--- config.mk ---
export PLATFORM = sky130hd
export DESIGN_NAME = dcsm_top
export DESIGN_NICKNAME = d
export VERILOG_FILES = /design/src/rtl/dcsm_pkg.sv /design/src/rtl/dcsm_top.sv /design/src/rtl/dcsm_cmd_decode.sv /design/src/rtl/dcsm_freact_timer.sv
export SDC_FILE = /design/constraint.sdc
export NUM_CORES = 1
export LEC_CHECK = 0
export BUFFER_PORTS_ARGS = -buffer_cell sky130_fd_sc_hd__buf_2
export CORE_UTILIZATION = 40
export DETAILED_ROUTE_END_ITERATION = 8
export PLACE_DENSITY = 0.65
export SETUP_SLACK_MARGIN = 0.5
export SYNTH_ARGS = -nofsm -noshare
export SYNTH_HDL_FRONTEND = slang
export SYNTH_SLANG_ARGS = --single-unit
--- constraint.sdc ---
create_clock -name mclk -period 2.25 [get_ports mclk]
set_input_delay 0.45 -clock mclk [delete_from_list [all_inputs] [get_ports mclk]]
set_output_delay 0.45 -clock mclk [all_outputs]
set_load 0.05 [all_outputs]
--- src/rtl/dcsm_pkg.sv ---
/*
 * shared definitions for the drive control state machine: states, decoded
 * commands, drive-control outputs, command and report bit positions, timing.
 * assumes a single 200 MHz drive clock.
 */
package dcsm_pkg;

	// control states
	typedef enum logic [3:0] {
		ST_START, ST_INIT, ST_SOD, ST_RTSO, ST_SWON, ST_OPEN, ST_QSTOP, ST_FREACT, ST_FAULT
	} dcsm_state_type;

	// one-cycle decoded commands
	typedef struct packed {
		logic fault_reset;
		logic disable_voltage;
		logic quick_stop;
		logic shutdown;
		logic switch_on;
		logic enable_op;
	} dcsm_cmd_type;

	// drive-control levels
	typedef struct packed {
		logic bridge_on;
		logic loops_run;
		logic target_en;
		logic zero_cmd;
		logic stop_decel;
		logic func_en;
	} dcsm_drive_type;

	localparam int CMD_W = 16;
	localparam int CMD_SWITCH_BIT = 0;
	localparam int CMD_VOLT_BIT = 1;
	localparam int CMD_QSTOP_BIT = 2;
	localparam int CMD_ENOP_BIT = 3;
	localparam int CMD_FRESET_BIT = 7;

	localparam int SR_READY_BIT = 0;
	localparam int SR_SWON_BIT = 1;
	localparam int SR_OPEN_BIT = 2;
	localparam int SR_FAULT_BIT = 3;
	localparam int SR_VOLT_BIT = 4;
	localparam int SR_QSTOP_BIT = 5;
	localparam int SR_SOD_BIT = 6;
	localparam int SR_WARN_BIT = 7;

	localparam int CLK_PERIOD_NS = 5;
	localparam int FREACT_MIN_NS = 100000;
	localparam int FREACT_MAX_NS = 2000000;
	localparam int FREACT_MIN_CYCLES = (FREACT_MIN_NS + CLK_PERIOD_NS - 1) / CLK_PERIOD_NS;
	localparam int FREACT_MAX_CYCLES = FREACT_MAX_NS / CLK_PERIOD_NS;

endpackage : dcsm_pkg

--- src/rtl/dcsm_top.sv ---
/*
 * drive control state machine: power-up sequencing, command-driven state
 * changes, fault reaction and fault, state report word and drive levels.
 * assumes one 200 MHz clock; command writes, init_done, fatal_error, fault_event
 * and warning come from logic on mclk; drive_enable_pin is an asynchronous pin.
 */
// Operation
// - after power-up step through start and init to switch-on-disabled unaided
// - command word is write-only; commands are decoded only on its writes
// - present state is always readable in the state report word
// - internal bridge-disabling fault forces fault reaction, then fault
// - a fault-reset command write returns fault state to switch-on-disabled
// - init keeps drive disabled and leaves once initialization completes
// - entering switch-on-disabled with fatal error issues internal fault reset
// - shutdown in switch-on-disabled goes to ready-to-switch-on
// - ready-to-switch-on: no motor energy, loops and function off
// - switch-on in ready-to-switch-on goes to switched-on
// - disable-voltage or quick-stop in ready-to-switch-on goes to switch-on-disabled
// - switched-on: bridge on, loops run, zero command, targets ignored
// - enable-operation in switched-on goes to operation-enabled
// - shutdown in switched-on goes to ready-to-switch-on
// - disable-voltage or quick-stop in switched-on goes to switch-on-disabled
// - operation-enabled powers motor, runs loops, processes targets
// - quick-stop in operation-enabled goes to quick-stop-active
// - shutdown in operation-enabled goes straight to ready-to-switch-on
// - disable-voltage or drive-enable low in operation-enabled goes to switch-on-disabled
// - switch-on in operation-enabled goes back to switched-on
// - quick-stop-active decelerates with stop limit, loops keep holding
// - fault reaction leaves by itself for fault, within 100us to 2ms
// - fault keeps power off until fault reset, then switch-on-disabled
`timescale 1ns/1ps
`default_nettype none

module dcsm_top
#(
	parameter int FREACT_CYCLES = dcsm_pkg::FREACT_MIN_CYCLES
)
(
	// clock and reset
	input wire logic mclk,
	input wire logic nrst,
	// command word write
	input wire logic cmd_wr,
	input wire logic [dcsm_pkg::CMD_W-1:0] cmd_word,
	// drive events
	input wire logic init_done,
	input wire logic fatal_error,
	input wire logic fault_event,
	input wire logic warning,
	input wire logic drive_enable_pin,
	// state report and drive control
	output logic [dcsm_pkg::CMD_W-1:0] state_report_word,
	output dcsm_pkg::dcsm_drive_type drive_ctl,
	output logic fault_reset_req
);

	typedef struct packed {
		logic en_meta;
		logic en_sync;
		dcsm_pkg::dcsm_state_type st;
		dcsm_pkg::dcsm_drive_type drive;
		logic [dcsm_pkg::CMD_W-1:0] report;
		logic freset_req;
	} dcsm_top_state_type;

	logic rst_meta;
	logic rst_n;
	dcsm_top_state_type s;
	dcsm_top_state_type next_s;
	dcsm_pkg::dcsm_cmd_type cmd;
	dcsm_pkg::dcsm_state_type ns;
	logic freact_done;

	assign state_report_word = s.report;
	assign drive_ctl = s.drive;
	assign fault_reset_req = s.freset_req;

	// reset release through two flip-flops
	always_ff @(posedge mclk or negedge nrst)
	begin
		if (!nrst)
		begin
			rst_meta <= 1'b0;
			rst_n <= 1'b0;
		end
		else
		begin
			rst_meta <= 1'b1;
			rst_n <= rst_meta;
		end
	end

	dcsm_cmd_decode u_decode
	(
		.mclk(mclk),
		.rst_n(rst_n),
		.cmd_wr(cmd_wr),
		.cmd_word(cmd_word),
		.cmd(cmd)
	);

	dcsm_freact_timer #(.CYCLES(FREACT_CYCLES)) u_freact
	(
		.mclk(mclk),
		.rst_n(rst_n),
		.run(s.st == dcsm_pkg::ST_FREACT),
		.done(freact_done)
	);

	// drive levels for a state
	function automatic dcsm_pkg::dcsm_drive_type drive_of(input dcsm_pkg::dcsm_state_type st);
		dcsm_pkg::dcsm_drive_type d;
		d = '0;
		unique case (st)
			dcsm_pkg::ST_START, dcsm_pkg::ST_INIT, dcsm_pkg::ST_SOD, dcsm_pkg::ST_RTSO,
			dcsm_pkg::ST_FAULT:
				d = '0;
			dcsm_pkg::ST_SWON:
			begin
				d.bridge_on = 1'b1;
				d.loops_run = 1'b1;
				d.zero_cmd = 1'b1;
			end
			dcsm_pkg::ST_OPEN:
			begin
				d.bridge_on = 1'b1;
				d.loops_run = 1'b1;
				d.target_en = 1'b1;
				d.func_en = 1'b1;
			end
			dcsm_pkg::ST_QSTOP:
			begin
				d.bridge_on = 1'b1;
				d.loops_run = 1'b1;
				d.stop_decel = 1'b1;
			end
			dcsm_pkg::ST_FREACT:
			begin
				d.bridge_on = 1'b1;
				d.loops_run = 1'b1;
				d.target_en = 1'b1;
			end
			default:
				d = '0;
		endcase
		return d;
	endfunction : drive_of

	// state report bits for a state
	function automatic logic [dcsm_pkg::CMD_W-1:0] report_of(
		input dcsm_pkg::dcsm_state_type st, input logic volt, input logic warn);
		logic [dcsm_pkg::CMD_W-1:0] r;
		r = '0;
		unique case (st)
			dcsm_pkg::ST_START, dcsm_pkg::ST_INIT:
				r = '0;
			dcsm_pkg::ST_SOD:
				r[dcsm_pkg::SR_SOD_BIT] = 1'b1;
			dcsm_pkg::ST_RTSO:
			begin
				r[dcsm_pkg::SR_QSTOP_BIT] = 1'b1;
				r[dcsm_pkg::SR_READY_BIT] = 1'b1;
			end
			dcsm_pkg::ST_SWON:
			begin
				r[dcsm_pkg::SR_QSTOP_BIT] = 1'b1;
				r[dcsm_pkg::SR_SWON_BIT] = 1'b1;
				r[dcsm_pkg::SR_READY_BIT] = 1'b1;
			end
			dcsm_pkg::ST_OPEN:
			begin
				r[dcsm_pkg::SR_QSTOP_BIT] = 1'b1;
				r[dcsm_pkg::SR_OPEN_BIT] = 1'b1;
				r[dcsm_pkg::SR_SWON_BIT] = 1'b1;
				r[dcsm_pkg::SR_READY_BIT] = 1'b1;
			end
			dcsm_pkg::ST_QSTOP:
			begin
				r[dcsm_pkg::SR_OPEN_BIT] = 1'b1;
				r[dcsm_pkg::SR_SWON_BIT] = 1'b1;
				r[dcsm_pkg::SR_READY_BIT] = 1'b1;
			end
			dcsm_pkg::ST_FREACT:
			begin
				r[dcsm_pkg::SR_FAULT_BIT] = 1'b1;
				r[dcsm_pkg::SR_OPEN_BIT] = 1'b1;
				r[dcsm_pkg::SR_SWON_BIT] = 1'b1;
				r[dcsm_pkg::SR_READY_BIT] = 1'b1;
			end
			dcsm_pkg::ST_FAULT:
				r[dcsm_pkg::SR_FAULT_BIT] = 1'b1;
			default:
				r = '0;
		endcase
		r[dcsm_pkg::SR_VOLT_BIT] = volt;
		r[dcsm_pkg::SR_WARN_BIT] = warn;
		return r;
	endfunction : report_of

	// next state; commands not valid in a state fall through unchanged
	always_comb
	begin
		next_s = s;
		next_s.en_meta = drive_enable_pin;
		next_s.en_sync = s.en_meta;
		next_s.freset_req = 1'b0;
		ns = s.st;
		unique case (s.st)
			dcsm_pkg::ST_START:
				ns = dcsm_pkg::ST_INIT;
			dcsm_pkg::ST_INIT:
				if (init_done)
					ns = dcsm_pkg::ST_SOD;
			dcsm_pkg::ST_SOD:
				if (fault_event)
					ns = dcsm_pkg::ST_FREACT;
				else if (cmd.shutdown)
					ns = dcsm_pkg::ST_RTSO;
			dcsm_pkg::ST_RTSO:
				if (fault_event)
					ns = dcsm_pkg::ST_FREACT;
				else if (cmd.disable_voltage || cmd.quick_stop)
					ns = dcsm_pkg::ST_SOD;
				else if (cmd.switch_on)
					ns = dcsm_pkg::ST_SWON;
			dcsm_pkg::ST_SWON:
				if (fault_event)
					ns = dcsm_pkg::ST_FREACT;
				else if (cmd.disable_voltage || cmd.quick_stop)
					ns = dcsm_pkg::ST_SOD;
				else if (cmd.shutdown)
					ns = dcsm_pkg::ST_RTSO;
				else if (cmd.enable_op)
					ns = dcsm_pkg::ST_OPEN;
			dcsm_pkg::ST_OPEN:
				if (fault_event)
					ns = dcsm_pkg::ST_FREACT;
				else if (cmd.disable_voltage || !s.en_sync)
					ns = dcsm_pkg::ST_SOD;
				else if (cmd.quick_stop)
					ns = dcsm_pkg::ST_QSTOP;
				else if (cmd.shutdown)
					ns = dcsm_pkg::ST_RTSO;
				else if (cmd.switch_on)
					ns = dcsm_pkg::ST_SWON;
			dcsm_pkg::ST_QSTOP:
				if (fault_event)
					ns = dcsm_pkg::ST_FREACT;
				else if (cmd.disable_voltage || !s.en_sync)
					ns = dcsm_pkg::ST_SOD;
				else if (cmd.enable_op)
					ns = dcsm_pkg::ST_OPEN;
			dcsm_pkg::ST_FREACT:
				if (freact_done)
					ns = dcsm_pkg::ST_FAULT;
			dcsm_pkg::ST_FAULT:
				if (cmd.fault_reset)
					ns = dcsm_pkg::ST_SOD;
			// an illegal state code restarts the power-up sequence
			default:
				ns = dcsm_pkg::ST_START;
		endcase
		if (ns == dcsm_pkg::ST_SOD && s.st != dcsm_pkg::ST_SOD && fatal_error)
			next_s.freset_req = 1'b1;
		next_s.st = ns;
		next_s.drive = drive_of(ns);
		next_s.report = report_of(ns, next_s.drive.bridge_on, warning);
	end

	always_ff @(posedge mclk or negedge rst_n)
	begin
		if (!rst_n)
		begin
			s <= '0;
			s.st <= dcsm_pkg::ST_START;
		end
		else
			s <= next_s;
	end

	// fault reaction dwell counter, read only by checks
	localparam int FREACT_MAX = dcsm_pkg::FREACT_MAX_CYCLES;
	logic [31:0] freact_age;
	always_ff @(posedge mclk or negedge rst_n)
	begin
		if (!rst_n)
			freact_age <= '0;
		else if (s.st == dcsm_pkg::ST_FREACT)
			freact_age <= freact_age + 32'h1;
		else
			freact_age <= '0;
	end
endmodule : dcsm_top

`default_nettype wire

--- src/rtl/dcsm_cmd_decode.sv ---
/*
 * command word decoder: turns each write of the command word into at most one
 * registered command pulse. assumes writes arrive on mclk as one-cycle strobes.
 */
`timescale 1ns/1ps
`default_nettype none

module dcsm_cmd_decode
(
	// clock and reset
	input wire logic mclk,
	input wire logic rst_n,
	// command write
	input wire logic cmd_wr,
	input wire logic [dcsm_pkg::CMD_W-1:0] cmd_word,
	// decoded command
	output dcsm_pkg::dcsm_cmd_type cmd
);

	typedef struct packed {
		logic last_freset;
		dcsm_pkg::dcsm_cmd_type cmd;
	} dcsm_dec_type;

	dcsm_dec_type s;
	dcsm_dec_type next_s;

	assign cmd = s.cmd;

	always_comb
	begin
		next_s = s;
		next_s.cmd = '0;
		if (cmd_wr)
		begin
			next_s.last_freset = cmd_word[dcsm_pkg::CMD_FRESET_BIT];
			if (cmd_word[dcsm_pkg::CMD_FRESET_BIT] && !s.last_freset)
				next_s.cmd.fault_reset = 1'b1;
			else if (!cmd_word[dcsm_pkg::CMD_FRESET_BIT])
			begin
				if (!cmd_word[dcsm_pkg::CMD_VOLT_BIT])
					next_s.cmd.disable_voltage = 1'b1;
				else if (!cmd_word[dcsm_pkg::CMD_QSTOP_BIT])
					next_s.cmd.quick_stop = 1'b1;
				else if (!cmd_word[dcsm_pkg::CMD_SWITCH_BIT])
					next_s.cmd.shutdown = 1'b1;
				else if (!cmd_word[dcsm_pkg::CMD_ENOP_BIT])
					next_s.cmd.switch_on = 1'b1;
				else
					next_s.cmd.enable_op = 1'b1;
			end
		end
	end

	always_ff @(posedge mclk or negedge rst_n)
	begin
		if (!rst_n)
			s <= '0;
		else
			s <= next_s;
	end

endmodule : dcsm_cmd_decode

`default_nettype wire

--- src/rtl/dcsm_freact_timer.sv ---
/*
 * fault-reaction dwell timer: done rises after run has been high for
 * CYCLES clocks and falls on the first clock after run drops. assumes run comes from mclk logic.
 */
`timescale 1ns/1ps
`default_nettype none

module dcsm_freact_timer
#(
	parameter int CYCLES = dcsm_pkg::FREACT_MIN_CYCLES
)
(
	// clock and reset
	input wire logic mclk,
	input wire logic rst_n,
	// control
	input wire logic run,
	output logic done
);

	localparam int CW = $clog2(CYCLES + 1);

	typedef struct packed {
		logic [CW-1:0] cnt;
		logic done;
	} dcsm_tmr_type;

	dcsm_tmr_type s;
	dcsm_tmr_type next_s;

	assign done = s.done;

	always_comb
	begin
		next_s = s;
		if (!run)
		begin
			next_s.cnt = '0;
			next_s.done = 1'b0;
		end
		else if (s.cnt == CW'(CYCLES - 1))
			next_s.done = 1'b1;
		else
			next_s.cnt = s.cnt + CW'(1);
	end

	always_ff @(posedge mclk or negedge rst_n)
	begin
		if (!rst_n)
			s <= '0;
		else
			s <= next_s;
	end

endmodule : dcsm_freact_timer

`default_nettype wire

==> results.py <==
metrics = {
    "status": {
        "status": "finished clean",
    },
    "drt": {
        "route.detailed.wl_per_inst_um": 12.8,
        "detailroute.via_count": 1620,
        "totalWireLength_um": 4110,
        "post_drt_via_cell_ratio": 5.06,
        "drt_iter0_markers": 47,
        "detailedRoute.firstPassIterationCount": 4,
        "post-route-drc-count": 0,
        "number_of_antenna_violating_nets_in_the_routed_design": 0,
    },
    "synth": {
        "number_of_different_library_cells_in_the_post_synthesis_netlist": 43,
        "synthesis.area_per_instance_um2": 10.0,
        "area_share_of_the_largest_cell_type_after_synthesis_pct": 50.1,
        "synth_most_common_cell": "sky130_fd_sc_hd__dfrtp_1",
        "synth_top_cell_by_area": "sky130_fd_sc_hd__dfrtp_1",
        "syn-cell-area_um2": 2150,
        "yosysSeqAreaShare_pct": 50.1,
        "most_common_flop_cell_mapped_by_yosys": "sky130_fd_sc_hd__dfrtp_1",
        "synthesis.yosys.warnings": 0,
        "synth_enable_flop_cells": 0,
        "asyncSetResetFlopFracSynth_pct": 100,
        "synth_cells": 215,
        "synth_top_cells_by_area": "sky130_fd_sc_hd__dfrtp_1 (50%), sky130_fd_sc_hd__buf_4 (7.7%), sky130_fd_sc_hd__nor2_1 (4.4%)",
        "synth_common_cells": "sky130_fd_sc_hd__dfrtp_1 (43), sky130_fd_sc_hd__nor2_1 (25), sky130_fd_sc_hd__buf_4 (22), sky130_fd_sc_hd__o21ai_0 (11), sky130_fd_sc_hd__inv_1 (10)",
        "synth-seq-cells": 43,
    },
    "cts": {
        "ctsHtreeMaxLevel": 2,
        "worst_skew_pair.late_latency_ns": 0.29,
        "tritoncts": "built",
        "clock-sinks": 43,
        "cts_inserted_buffers": 5,
        "ctsRootBufferMaster": "sky130_fd_sc_hd__clkbuf_8",
        "clk_pin_slew_worst_paths_ns": 0.08,
        "cts_max_path_buffers": 2,
    },
    "sta": {
        "timing.final.crit_period_ns": 1.85,
        "final.setup_skew_ns": 0.00539,
        "rsz_0062_raised_after_global_routing": "true",
        "final.setup.tns_ns": 0,
        "final-hold-violation-count": 0,
        "timing.fmax_mhz": 540,
        "timing.hold.ws_ns": 0.257,
        "fin_ws_ns": 0.399,
        "post-route-period-util_pct": 82.3,
        "finalSetupViolations": 0,
        "finalMaxSlewViolations": 0,
    },
    "die": {
        "design.die.area_um2": 5670,
        "design.portCount": 47,
        "core_um2": 5140,
        "die_height_um": 75.3,
        "start_util_pct": 41.8,
        "chipWidth_um": 75.3,
        "placementRows": 26,
    },
    "worst_setup_path": {
        "cp-startpoint": "u_decode.cmd[2]",
        "critPathBufInv": 1,
        "worstSetupEndpointType": "flip-flop",
        "rr_endpoint": "drive_ctl[2]",
        "worst_path_dominant_cell_family": "simple AND/OR/NAND/NOR gates",
        "timing.critical_path.arrival_ns": 2.05,
        "start_kind": "flip-flop",
        "depth_of_the_most_critical_reg_to_reg_path": 6,
        "path_cells": "or4_4 -> a21oi_2 -> a32oi_2 -> o21a_2 -> buf_6 -> nor4_4",
        "slowest_delay_ns": 0.54,
        "r2r-start": "u_decode.cmd[2]",
        "path_class": "reg2reg",
        "critPathRequiredTime_ns": 2.45,
        "slowest_cell_on_the_critical_path": "sky130_fd_sc_hd__or4_4",
        "slack_of_the_worst_reg_to_reg_path_ns": 0.40,
        "path_max_fanout": 5,
    },
    "cells_and_area": {
        "fin_cells": 320,
        "multiInputGateArea_um2": 948,
        "final_core_area_utilization_pct": 50.2,
        "finalNetCount": 274,
        "seq_area_um2": 1080,
        "n_antenna_cell": 0,
        "filler_cell_count_in_the_final_layout": 505,
        "design_area_um2": 2580,
        "flow.area_growth_from_synthesis_pct": 20.0,
        "drive_above_1_share_pct": 32.4,
    },
    "place": {
        "finalWeightedCongestion": 0.814,
        "dp.final_hpwl_um": 2520,
        "dpl-instance-area_um2": 2230,
        "portBuffers": 27,
        "place_worst_setup_slack_ns": 0.224,
        "place_inst": 295,
    },
    "global_route": {
        "grtUsageTotal_pct": 15.7,
        "grt_overflow_total": 0,
        "initial_antenna_violation_count": 0,
        "global_route_wire_length_before_repair_um": 6660,
        "grt_max_degree": 42,
        "number_of_global_route_vias_before_repair": 1460,
    },
    "power_and_ir_drop": {
        "vdd_drop_max_v": 0.000509,
        "power.leakage_nw": 1.18,
        "total_power_mw": 3.32,
        "power_density_nw_per_um2": 1290,
    },
    "min_path": {
        "hold_end": "next_s[27]",
        "hold_path_startpoint": "drive_enable_pin",
        "min-delay-path-class": "in2reg",
        "min_path_cells": 1,
    },
    "flow_run": {
        "max_cap_check_violation_count": 0,
    },
}
==> cell families (layout without fill, tap and decap cells) <==
logic type | count (synthesis) | count (layout) | share of synthesized area (%)
adders and majority gates | 1 | 1 | 0.582
other | 2 | 9 | 0.349
AOI/OAI and AO/OA | 35 | 36 | 10.6
and+or+nand+nor | 84 | 84 | 22.6
buffers and inverters | 39 | 66 | 11.2
xor gates and xnor gates | 9 | 9 | 3.67
DFF | 43 | 43 | 50.1
muxes | 2 | 2 | 0.931
==> where the power goes <==
group | switching (mW) | leakage (nW) | total [mW] | internal, mW
sequential | 0.0876 | 0.556 | 0.996 | 0.909
clock | 0.262 | 0.0612 | 0.621 | 0.359
combinational | 1.06 | 0.558 | 1.70 | 0.644
==> cell usage in the layout (no fill, tap or decap), drive strengths merged, types with 7 or more instances in the layout <==
cell type,netlist,routed
inv,10,10
buf,27,47
and3,7,7
conb,2,9
nand3,7,7
o21ai,11,11
a21oi,7,7
dfrtp,43,43
nand2,7,7
nor2,25,25
==> metal layers <==
layer	wire length, µm	vias up	track usage, %
li1	-	801	-
met1	1980	770	21.0
met2	1940	47	25.0
met3	164	2	2.78
met4	22	0	6.79
met5	0	-	0
==> how the worst max path moves through the flow <==
stage | endpoint | slack, ns | depth (start not counted)
finish | drive_ctl[2] | 0.40 | 6
detailed placement | fault_reset_req | 0.22 | 5
global route | drive_ctl[2] | 0.35 | 6
floorplan | drive_ctl[2] | 0.51 | 7
global placement | fault_reset_req | 0.24 | 5
CTS | drive_ctl[2] | 0.48 | 6
==> layout make-up <==
type	instances	area share (%)
clock buffers	6	3.20
clock inverters	2	1.36
inverters	10	1.46
multi-input cells	141	36.8
flip-flops and latches	43	41.9
well taps	70	3.40
repair buffers	48	11.9
==> registers in the layout, indices dropped and copies added (netlist names), 4 cells and up <==
signal,flops
u_freact.s,15
drive_ctl,4
u_decode.cmd,6
state_report_word,7
s,5
==> timing repair <==
action	4_1_cts	5_1_grt
endpoints found under the hold margin	2	0
endpoints found under the setup margin	14	25
hold buffers	1	0
pin swaps	4	0
setup buffers	15	0
resized for setup	13	14
cloned	1	0
(Power assumes the default switching activity.)
